--- config.mk ---
export PLATFORM = sky130hd
export DESIGN_NAME = aics_channel_select
export DESIGN_NICKNAME = d
export VERILOG_FILES = /design/src/rtl/aics_pkg.sv /design/src/rtl/aics_channel_select.sv /design/src/rtl/aics_decode.sv
export SDC_FILE = /design/constraint.sdc
export NUM_CORES = 1
export LEC_CHECK = 0
export ABC_AREA = 1
export BUFFER_PORTS_ARGS = -buffer_cell sky130_fd_sc_hd__buf_2
export CAP_MARGIN = 10
export CORE_MARGIN = 3
export CORE_UTILIZATION = 30
export DETAILED_ROUTE_END_ITERATION = 7
export PLACE_DENSITY = 0.54
export SLEW_MARGIN = 10
export SYNTH_ARGS = -nofsm -noshare
export SYNTH_HDL_FRONTEND = slang
export SYNTH_HIERARCHICAL = 1
export SYNTH_SLANG_ARGS = --single-unit
--- constraint.sdc ---
create_clock -name clock_i -period 2.1 [get_ports clock_i]
set_clock_uncertainty 0.1 [all_clocks]
set_input_delay 0.315 -clock clock_i [delete_from_list [all_inputs] [get_ports clock_i]]
set_output_delay 0.315 -clock clock_i [all_outputs]
set_load 0.01 [all_outputs]
--- src/rtl/aics_pkg.sv ---
// package for the converter input channel select block
package aics_pkg;

  // ****************************************
  // register addresses and layout
  // ****************************************
  localparam logic [7:0] INPUT_SELECT_ADDR = 8'hBB;   // channel select register
  localparam logic [7:0] OFFSET_HIGH_ADDR = 8'h86;    // sensor offset high byte
  localparam logic [7:0] OFFSET_LOW_ADDR = 8'h85;     // sensor offset low byte
  localparam logic [7:0] REF_CONTROL_ADDR = 8'hD1;    // reference control register
  localparam logic [3:0] PAGE_MAIN = 4'h0;            // page of select and reference
  localparam logic [3:0] PAGE_CAL = 4'hF;             // page of the offset bytes
  localparam int CODE_MSB = 4;                        // top bit of the input code
  localparam int SENSOR_ON_BIT = 2;                   // sensor enable in reference reg
  localparam logic [4:0] CODE_RESET = 5'h1F;          // selects ground after reset
  localparam logic [7:0] REF_CONTROL_RESET = 8'h18;   // reference reg reset value
  localparam logic [7:0] REF_CONTROL_MASK = 8'h3D;    // writable bits of reference reg
  localparam logic [9:0] OFFSET_DEFAULT = 10'h200;    // arbitrary neutral offset

  // ****************************************
  // input code values
  // ****************************************
  localparam logic [4:0] CODE_P0_LAST = 5'h07;
  localparam logic [4:0] CODE_P1_FIRST = 5'h0D;
  localparam logic [4:0] CODE_P1_LAST = 5'h0F;
  localparam logic [4:0] CODE_P2_FIRST = 5'h10;
  localparam logic [4:0] CODE_P2_LAST = 5'h16;
  localparam logic [4:0] CODE_TEMP = 5'h1B;
  localparam logic [4:0] CODE_SUPPLY_A = 5'h1C;
  localparam logic [4:0] CODE_REGULATOR = 5'h1D;
  localparam logic [4:0] CODE_SUPPLY_B = 5'h1E;
  localparam logic [4:0] CODE_GROUND = 5'h1F;

  // source kinds the analog mux can connect
  typedef enum logic [2:0] {
    SRC_PORT,
    SRC_TEMP,
    SRC_SUPPLY,
    SRC_REGULATOR,
    SRC_GROUND,
    SRC_NONE
  } aics_src_t;

  // decoded mux steering, one bundle
  typedef struct packed {
    aics_src_t kind;       // which class of source
    logic [1:0] port;      // port number for pin sources
    logic [2:0] pin;       // pin number for pin sources
  } aics_sel_t;

  // register access from the cpu special-function bus
  typedef struct packed {
    logic wr;
    logic rd;
    logic [3:0] page;
    logic [7:0] addr;
    logic [7:0] wdata;
  } aics_sfr_t;
endpackage

--- src/rtl/aics_channel_select.sv ---
// converter positive-input channel select with sensor enable and offset bytes
//
// Function
// upper three select bits read zero, ignore writes
// low five bits hold read/write input code
// decode code to pins, sensor, supplies, ground
// software grounds input before choosing sensor
// sensor enable bit gates sensor, else high-z
// sensor code routes sensor to positive input
// read-only factory offset for sensor exposed
// software calibrates offset, stores in flash
// offset split high 9:2, low 1:0 top
// write updates mux at once, conversion undisturbed; sensor drive follows the live mux, so a write cuts it mid-conversion
`timescale 1ns/100ps
module aics_channel_select #(
  parameter logic [9:0] OFFSET_VALUE = aics_pkg::OFFSET_DEFAULT  // factory trim, arbitrary default
) (
  input wire logic clock_i,
  input wire logic reset_i,
  input aics_pkg::aics_sfr_t sfr_i,
  input wire logic conv_busy_i,
  output logic [7:0] sfr_rdata_o,
  output logic sfr_rvalid_o,
  output aics_pkg::aics_sel_t mux_sel_o,
  output aics_pkg::aics_sel_t sample_sel_o,
  output logic temp_sensor_on_o,
  output logic temp_sensor_drive_o
);
  // ****************************************
  // state
  // ****************************************
  logic [4:0] positive_input_code_ff;      // the input code
  logic [4:0] nxt_positive_input_code;
  logic [7:0] reference_control_reg_ff;    // reference control, holds sensor enable
  logic [7:0] nxt_reference_control_reg;
  logic [7:0] rdata_ff;                    // registered read data
  logic [7:0] nxt_rdata;
  logic rvalid_ff;                         // read answer strobe
  logic nxt_rvalid;
  aics_pkg::aics_sel_t mux_sel_ff;         // live mux steering
  aics_pkg::aics_sel_t nxt_mux_sel;        // steering for the next edge
  aics_pkg::aics_sel_t sample_sel_ff;      // steering held for a running conversion
  aics_pkg::aics_sel_t nxt_sample_sel;
  aics_pkg::aics_sel_t dec_sel;            // decode of the next code
  logic drive_ff;                          // sensor drives its output
  logic nxt_drive;
  logic hit_main;                          // access on the main page
  logic hit_cal;                           // access on the calibration page

  // decode the next code so the mux moves on the write edge itself
  aics_decode u_decode (
    .code_i(nxt_positive_input_code),
    .sel_o(dec_sel)
  );

  // ****************************************
  // register writes and reads
  // ****************************************
  // the offset is wired from a parameter, so writes to it simply fall away
  always_comb begin
    hit_main = (sfr_i.page == aics_pkg::PAGE_MAIN);
    hit_cal = (sfr_i.page == aics_pkg::PAGE_CAL);
    nxt_positive_input_code = positive_input_code_ff;
    nxt_reference_control_reg = reference_control_reg_ff;
    nxt_rdata = rdata_ff;
    nxt_rvalid = 1'b0;
    if (sfr_i.wr && hit_main) begin
      if (sfr_i.addr == aics_pkg::INPUT_SELECT_ADDR) begin
        nxt_positive_input_code = sfr_i.wdata[aics_pkg::CODE_MSB:0];
      end else if (sfr_i.addr == aics_pkg::REF_CONTROL_ADDR) begin
        nxt_reference_control_reg = sfr_i.wdata & aics_pkg::REF_CONTROL_MASK;
      end
    end
    if (sfr_i.rd) begin
      nxt_rvalid = 1'b1;
      nxt_rdata = 8'h00;  // unmapped reads give zero
      if (hit_main && sfr_i.addr == aics_pkg::INPUT_SELECT_ADDR) begin
        nxt_rdata = {3'h0, positive_input_code_ff};
      end else if (hit_main && sfr_i.addr == aics_pkg::REF_CONTROL_ADDR) begin
        nxt_rdata = reference_control_reg_ff;
      end else if (hit_cal && sfr_i.addr == aics_pkg::OFFSET_HIGH_ADDR) begin
        nxt_rdata = OFFSET_VALUE[9:2];
      end else if (hit_cal && sfr_i.addr == aics_pkg::OFFSET_LOW_ADDR) begin
        nxt_rdata = {OFFSET_VALUE[1:0], 6'h00};
      end
    end
  end

  // ****************************************
  // mux and sensor control
  // ****************************************
  // sampling steering only follows while idle, so a conversion keeps its channel
  always_comb begin
    nxt_mux_sel = dec_sel;
    nxt_sample_sel = sample_sel_ff;
    if (!conv_busy_i) begin
      nxt_sample_sel = dec_sel;
    end
    // the sensor output stays high impedance unless enabled and selected
    nxt_drive = nxt_reference_control_reg[aics_pkg::SENSOR_ON_BIT]
                && (dec_sel.kind == aics_pkg::SRC_TEMP);
  end

  // bus-side registers only; sync reset puts the code on ground
  always_ff @(posedge clock_i) begin
    if (reset_i) begin
      positive_input_code_ff <= aics_pkg::CODE_RESET;
      reference_control_reg_ff <= aics_pkg::REF_CONTROL_RESET;
      rdata_ff <= 8'h00;
      rvalid_ff <= 1'b0;
    end else begin
      positive_input_code_ff <= nxt_positive_input_code;
      reference_control_reg_ff <= nxt_reference_control_reg;
      rdata_ff <= nxt_rdata;
      rvalid_ff <= nxt_rvalid;
    end
  end

  // mux-side registers only; reset steering matches the ground reset code
  always_ff @(posedge clock_i) begin
    if (reset_i) begin
      mux_sel_ff <= '{kind: aics_pkg::SRC_GROUND, port: 2'h0, pin: 3'h0};
      sample_sel_ff <= '{kind: aics_pkg::SRC_GROUND, port: 2'h0, pin: 3'h0};
      drive_ff <= 1'b0;  // sensor high impedance out of reset
    end else begin
      mux_sel_ff <= nxt_mux_sel;
      sample_sel_ff <= nxt_sample_sel;
      drive_ff <= nxt_drive;
    end
  end

  assign sfr_rdata_o = rdata_ff;
  assign sfr_rvalid_o = rvalid_ff;
  assign mux_sel_o = mux_sel_ff;
  assign sample_sel_o = sample_sel_ff;
  assign temp_sensor_on_o = reference_control_reg_ff[aics_pkg::SENSOR_ON_BIT];
  assign temp_sensor_drive_o = drive_ff;

  // ****************************************
  // checks
  // ****************************************
  a_upper_bits_zero: assert property (@(posedge clock_i) disable iff (reset_i)
    $past(sfr_i.rd) && $past(sfr_i.page) == aics_pkg::PAGE_MAIN
    && $past(sfr_i.addr) == aics_pkg::INPUT_SELECT_ADDR |-> sfr_rdata_o[7:5] == 3'h0)
    else $error("select upper bits not zero");
  a_code_write_back: assert property (@(posedge clock_i) disable iff (reset_i)
    sfr_i.wr && sfr_i.page == aics_pkg::PAGE_MAIN && sfr_i.addr == aics_pkg::INPUT_SELECT_ADDR
    |=> positive_input_code_ff == $past(sfr_i.wdata[4:0]))
    else $error("code write lost");
  a_ground_decode: assert property (@(posedge clock_i) disable iff (reset_i)
    positive_input_code_ff == aics_pkg::CODE_GROUND |-> mux_sel_o.kind == aics_pkg::SRC_GROUND)
    else $error("ground code not decoded");
  a_sensor_gated: assert property (@(posedge clock_i) disable iff (reset_i)
    temp_sensor_drive_o |-> temp_sensor_on_o)
    else $error("sensor drives while off");
  a_sensor_routed: assert property (@(posedge clock_i) disable iff (reset_i)
    temp_sensor_drive_o |-> mux_sel_o.kind == aics_pkg::SRC_TEMP)
    else $error("sensor drives when not selected");
  a_offset_low: assert property (@(posedge clock_i) disable iff (reset_i)
    sfr_i.rd && sfr_i.page == aics_pkg::PAGE_CAL && sfr_i.addr == aics_pkg::OFFSET_LOW_ADDR
    |=> sfr_rdata_o == {OFFSET_VALUE[1:0], 6'h00})
    else $error("offset low byte wrong");
  a_offset_high: assert property (@(posedge clock_i) disable iff (reset_i)
    sfr_i.rd && sfr_i.page == aics_pkg::PAGE_CAL && sfr_i.addr == aics_pkg::OFFSET_HIGH_ADDR
    |=> sfr_rdata_o == OFFSET_VALUE[9:2])
    else $error("offset high byte wrong");
  a_busy_holds: assert property (@(posedge clock_i) disable iff (reset_i)
    conv_busy_i |=> $stable(sample_sel_o))
    else $error("sample channel moved during conversion");
  a_mux_follows: assert property (@(posedge clock_i) disable iff (reset_i)
    sfr_i.wr && sfr_i.page == aics_pkg::PAGE_MAIN && sfr_i.addr == aics_pkg::INPUT_SELECT_ADDR
    && sfr_i.wdata[4:0] == aics_pkg::CODE_GROUND |=> mux_sel_o.kind == aics_pkg::SRC_GROUND)
    else $error("mux not updated on write");
  a_rvalid_after_read: assert property (@(posedge clock_i) disable iff (reset_i)
    sfr_rvalid_o |-> $past(sfr_i.rd))
    else $error("read answer without request");
  a_read_gets_answer: assert property (@(posedge clock_i) disable iff (reset_i)
    sfr_i.rd |=> sfr_rvalid_o)
    else $error("read request not answered");
  a_code_readback: assert property (@(posedge clock_i) disable iff (reset_i)
    sfr_i.rd && sfr_i.page == aics_pkg::PAGE_MAIN && sfr_i.addr == aics_pkg::INPUT_SELECT_ADDR
    |=> sfr_rdata_o == {3'h0, $past(positive_input_code_ff)})
    else $error("code read back wrong");

  // ****************************************
  // decode checks
  // ****************************************
  // steering and code register move on the same edge, so they are compared directly
  a_port0_decode: assert property (@(posedge clock_i) disable iff (reset_i)
    positive_input_code_ff <= aics_pkg::CODE_P0_LAST |-> mux_sel_o.kind == aics_pkg::SRC_PORT
    && mux_sel_o.port == 2'h0 && mux_sel_o.pin == positive_input_code_ff[2:0])
    else $error("port 0 code decoded wrong");
  a_port1_decode: assert property (@(posedge clock_i) disable iff (reset_i)
    positive_input_code_ff >= aics_pkg::CODE_P1_FIRST && positive_input_code_ff <= aics_pkg::CODE_P1_LAST
    |-> mux_sel_o.kind == aics_pkg::SRC_PORT && mux_sel_o.port == 2'h1 && mux_sel_o.pin == positive_input_code_ff[2:0])
    else $error("port 1 code decoded wrong");
  a_port2_decode: assert property (@(posedge clock_i) disable iff (reset_i)
    positive_input_code_ff >= aics_pkg::CODE_P2_FIRST && positive_input_code_ff <= aics_pkg::CODE_P2_LAST
    |-> mux_sel_o.kind == aics_pkg::SRC_PORT && mux_sel_o.port == 2'h2 && mux_sel_o.pin == positive_input_code_ff[2:0])
    else $error("port 2 code decoded wrong");
  a_temp_decode: assert property (@(posedge clock_i) disable iff (reset_i)
    positive_input_code_ff == aics_pkg::CODE_TEMP |-> mux_sel_o.kind == aics_pkg::SRC_TEMP)
    else $error("sensor code not decoded");
  a_supply_decode: assert property (@(posedge clock_i) disable iff (reset_i)
    positive_input_code_ff == aics_pkg::CODE_SUPPLY_A || positive_input_code_ff == aics_pkg::CODE_SUPPLY_B
    |-> mux_sel_o.kind == aics_pkg::SRC_SUPPLY)
    else $error("supply code not decoded");
  a_regulator_decode: assert property (@(posedge clock_i) disable iff (reset_i)
    positive_input_code_ff == aics_pkg::CODE_REGULATOR |-> mux_sel_o.kind == aics_pkg::SRC_REGULATOR)
    else $error("regulator code not decoded");
  // reserved codes must leave the mux open so no stray source is connected
  a_reserved_open: assert property (@(posedge clock_i) disable iff (reset_i)
    (positive_input_code_ff > aics_pkg::CODE_P0_LAST && positive_input_code_ff < aics_pkg::CODE_P1_FIRST)
    || (positive_input_code_ff > aics_pkg::CODE_P2_LAST && positive_input_code_ff < aics_pkg::CODE_TEMP)
    |-> mux_sel_o.kind == aics_pkg::SRC_NONE)
    else $error("reserved code not left open");
  a_sensor_enabled: assert property (@(posedge clock_i) disable iff (reset_i)
    temp_sensor_on_o && mux_sel_o.kind == aics_pkg::SRC_TEMP |-> temp_sensor_drive_o)
    else $error("enabled sensor not driving");
  a_sample_follows: assert property (@(posedge clock_i) disable iff (reset_i)
    !conv_busy_i |=> sample_sel_o == mux_sel_o)
    else $error("sample channel not following while idle");
endmodule

--- src/rtl/aics_decode.sv ---
// combinational decoder from input code to mux steering
`timescale 1ns/100ps
module aics_decode (
  input wire logic [4:0] code_i,
  output aics_pkg::aics_sel_t sel_o
);
  // ****************************************
  // code to source map
  // ****************************************
  // reserved codes leave the mux open rather than guessing a source
  always_comb begin
    sel_o = '{kind: aics_pkg::SRC_NONE, port: 2'h0, pin: 3'h0};
    if (code_i <= aics_pkg::CODE_P0_LAST) begin
      sel_o = '{kind: aics_pkg::SRC_PORT, port: 2'h0, pin: code_i[2:0]};
    end else if (code_i >= aics_pkg::CODE_P1_FIRST && code_i <= aics_pkg::CODE_P1_LAST) begin
      sel_o = '{kind: aics_pkg::SRC_PORT, port: 2'h1, pin: code_i[2:0]};
    end else if (code_i >= aics_pkg::CODE_P2_FIRST && code_i <= aics_pkg::CODE_P2_LAST) begin
      sel_o = '{kind: aics_pkg::SRC_PORT, port: 2'h2, pin: code_i[2:0]};
    end else if (code_i == aics_pkg::CODE_TEMP) begin
      sel_o.kind = aics_pkg::SRC_TEMP;
    end else if (code_i == aics_pkg::CODE_SUPPLY_A || code_i == aics_pkg::CODE_SUPPLY_B) begin
      sel_o.kind = aics_pkg::SRC_SUPPLY;
    end else if (code_i == aics_pkg::CODE_REGULATOR) begin
      sel_o.kind = aics_pkg::SRC_REGULATOR;
    end else if (code_i == aics_pkg::CODE_GROUND) begin
      sel_o.kind = aics_pkg::SRC_GROUND;
    end
  end
endmodule

==> results_dict.tcl <==
set metrics [dict create \
    outcome "complete, no violations" \
    grt_pass1_vias 1524 \
    cts_tree "done" \
    start_kind "input pin" \
    n_antenna_cell 0 \
    drtAntennaViolNets 0 \
    path_clk_slew_ns 0.07 \
    track_usage_pct 13.0 \
    mostFrequentLayoutCells "49 x nand2_1, 48 x buf_2, 35 x dfxtp_1, 34 x inv_1, 29 x nor2_1" \
    grt_pass1_wl_mm 6.66 \
    die_h_um 80.5 \
    maxCapViolCount 0 \
    yosysWarnings 6 \
    start_util_pct 31.8 \
    dieArea_mm2 0.00649 \
    hold_path_depth 3 \
    ioPinCount 52 \
    powerDensity_mw_per_mm2 581 \
    grt_max_degree 21 \
    synthesis.nets 261 \
    die_w_um 80.5 \
    synth_seq_cells 35 \
    cts_made_buffers 5 \
    cts_root_buf "clkbuf_8" \
    first_pass_iters 4 \
    ir_drop_mv 0.290 \
    wl_per_cell_um 10.4 \
    coreArea_mm2 0.00524 \
    nFillCells 589 \
    drt_iter0_drc 73 \
    layout_commonest_cell "nand2_1" \
    port-buffer-count 48 \
    max_slew_margin_pct 59.4 \
    drc 0 \
    syn_area_mm2 0.00167 \
    vias 1628 \
    yosysSeqAreaShare_pct 42.0 \
    dpl.hpwl_mm 3.10 \
    vias_per_cell 4.34 \
    final_nets 330 \
    rsz0062_at_grt "false" \
    crit_chain "buf_2, inv_1, nand2_1, nor2_1, nand2_2, nor2_4, buf_4, nand3_1, nand2_1, nand3_2, nand2_2, nand3_2, nor2_1, inv_1, a21oi_1" \
    cts_buffer_depth 2 \
    setup.worst_path.class "in2reg" \
    routed_wl_mm 3.89 \
    crit_slowest_cell "nand2_1" \
    place_area_mm2 0.00211 \
    setup_tns_ns 0 \
    critPathArrivalTime_ns 1.98 \
    netlist_instances 236 \
    ys_types 24 \
    worst_pin_slew_ns 0.608 \
    syn_to_final_growth_pct 32.7 \
    design_area_mm2 0.00221 \
    path_max_fanout 5 \
    cp_slowest_stage_delay_ns 0.19 \
    period_share_pct 88.9 \
    maxSlewViolCount 0 \
    leakage_nw 1.21 \
    cts_num_sinks 35 \
    clk-insertion-delay-late_ns 0.28 \
    htreeDepth 2 \
    end_kind "register" \
    setup_viol 0 \
    final_layout_size_suffix_gt1_share_pct 34.8 \
    place.gp.congestion 0.779 \
    required_ns 2.21 \
    overflow 0 \
    holdCritPathClass "in2reg" \
    finalHoldViolations 0 \
    row_count 26 \
    finalCriticalPeriod_ns 1.87 \
    reg2regPathDepth 8 \
    avgSynthCellArea_um2 7.06 \
    antenna_found_initial 0 \
    max_freq_ghz 0.536 \
]
==> cell type report <==
class	instances	area [um2]	area share, %
Multi-Input combinational cell	156	791	35.8
Sequential cell	35	701	31.7
Timing Repair Buffer	70	405	18.3
Inverter	37	139	6.28
Tap cell	70	87.6	3.96
Clock buffer	6	82.6	3.74
Clock inverter	1	5.00	0.226
==> path summary, 6_finish.rpt <==
| check | slack (ns) | end | start |
|---|---|---|---|
| min reg2reg | 0.37 | sfr_rdata_o[5] | sfr_rdata_o[5] |
| max reg2reg | 0.67 | sample_sel_o[5] | positive_input_code_ff[1] |
| max | 0.23 | sample_sel_o[5] | sfr_i[14] |
| min | 0.15 | reference_control_reg_ff[3] | sfr_i[3] |
==> report_power, final <==
group	switching [W]	internal, W
clock	0.000224	0.000257
sequential	0.00000546	0.000678
combinational	0.0000708	0.0000483
total	0.000301	0.000983
==> critical path, delay by kind of cell <==
kind,cells,cell delay (ns)
AOI/OAI and AO/OA,1,0.14
buffers and inverters,4,0.37
and+or+nand+nor,10,1.15
==> synth_stat cells (all sizes together) <==
cell,n,area share [%]
a21oi,12,3.6
buf,5,2.1
clkbuf,3,0.68
conb,1,0.23
dfxtp,35,42
inv,37,8.3
nand2,60,15
nand3,28,10
nand4,4,2.4
nor2,36,11
nor3,2,0.90
nor4,2,0.75
o21ai,11,3.3
==> registers in the layout, summed over array words and instances, names as in the netlist <==
register / flops
mux_sel_o: 8
positive_input_code_ff: 5
reference_control_reg_ff: 5
sample_sel_o: 8
sfr_rdata_o: 7
sfr_rvalid_o: 1
temp_sensor_drive_o: 1
==> stage by stage <==
step	std cells	total power, W	hold slack, ns	util [%]	setup WS [ns]
floorplan	236	0.000763	0.327	-	0.234
global placement	368	0.000817	0.356	40.3	-0.102
detailed placement	368	0.000818	0.360	40.3	-0.106
CTS	375	0.00130	0.147	42.0	0.180
global route	375	0.00135	0.158	42.2	0.0187
finish	375	0.00128	0.151	42.2	0.233
==> cells by family after synthesis <==
group                  Yosys count  synth area share, %
AND/OR/NAND/NOR                132                 39.7
buffers and inverters           45                 11.1
flip-flops                      35                 42.0
AO/OA/AOI/OAI                   23                 6.91
other                            1                0.225
==> metal layers <==
layer	part of all wire (%)	GRT usage (%)	up-vias	wire length, um
met4	1.5	4.56	0	58
li1	-	-	871	-
met3	3.6	2.47	6	141
met1	50	17.7	728	1930
met2	45	20.3	23	1760
met5	0	0	-	0
==> what timing repair did <==
item                       in CTS  in global routing
hold buffers                    0                  0
setup endpoints to repair       0                  7
buffers inserted                0                  0
gates resized for setup         0                  3
Note: power is estimated with default switching activity, not from simulation.
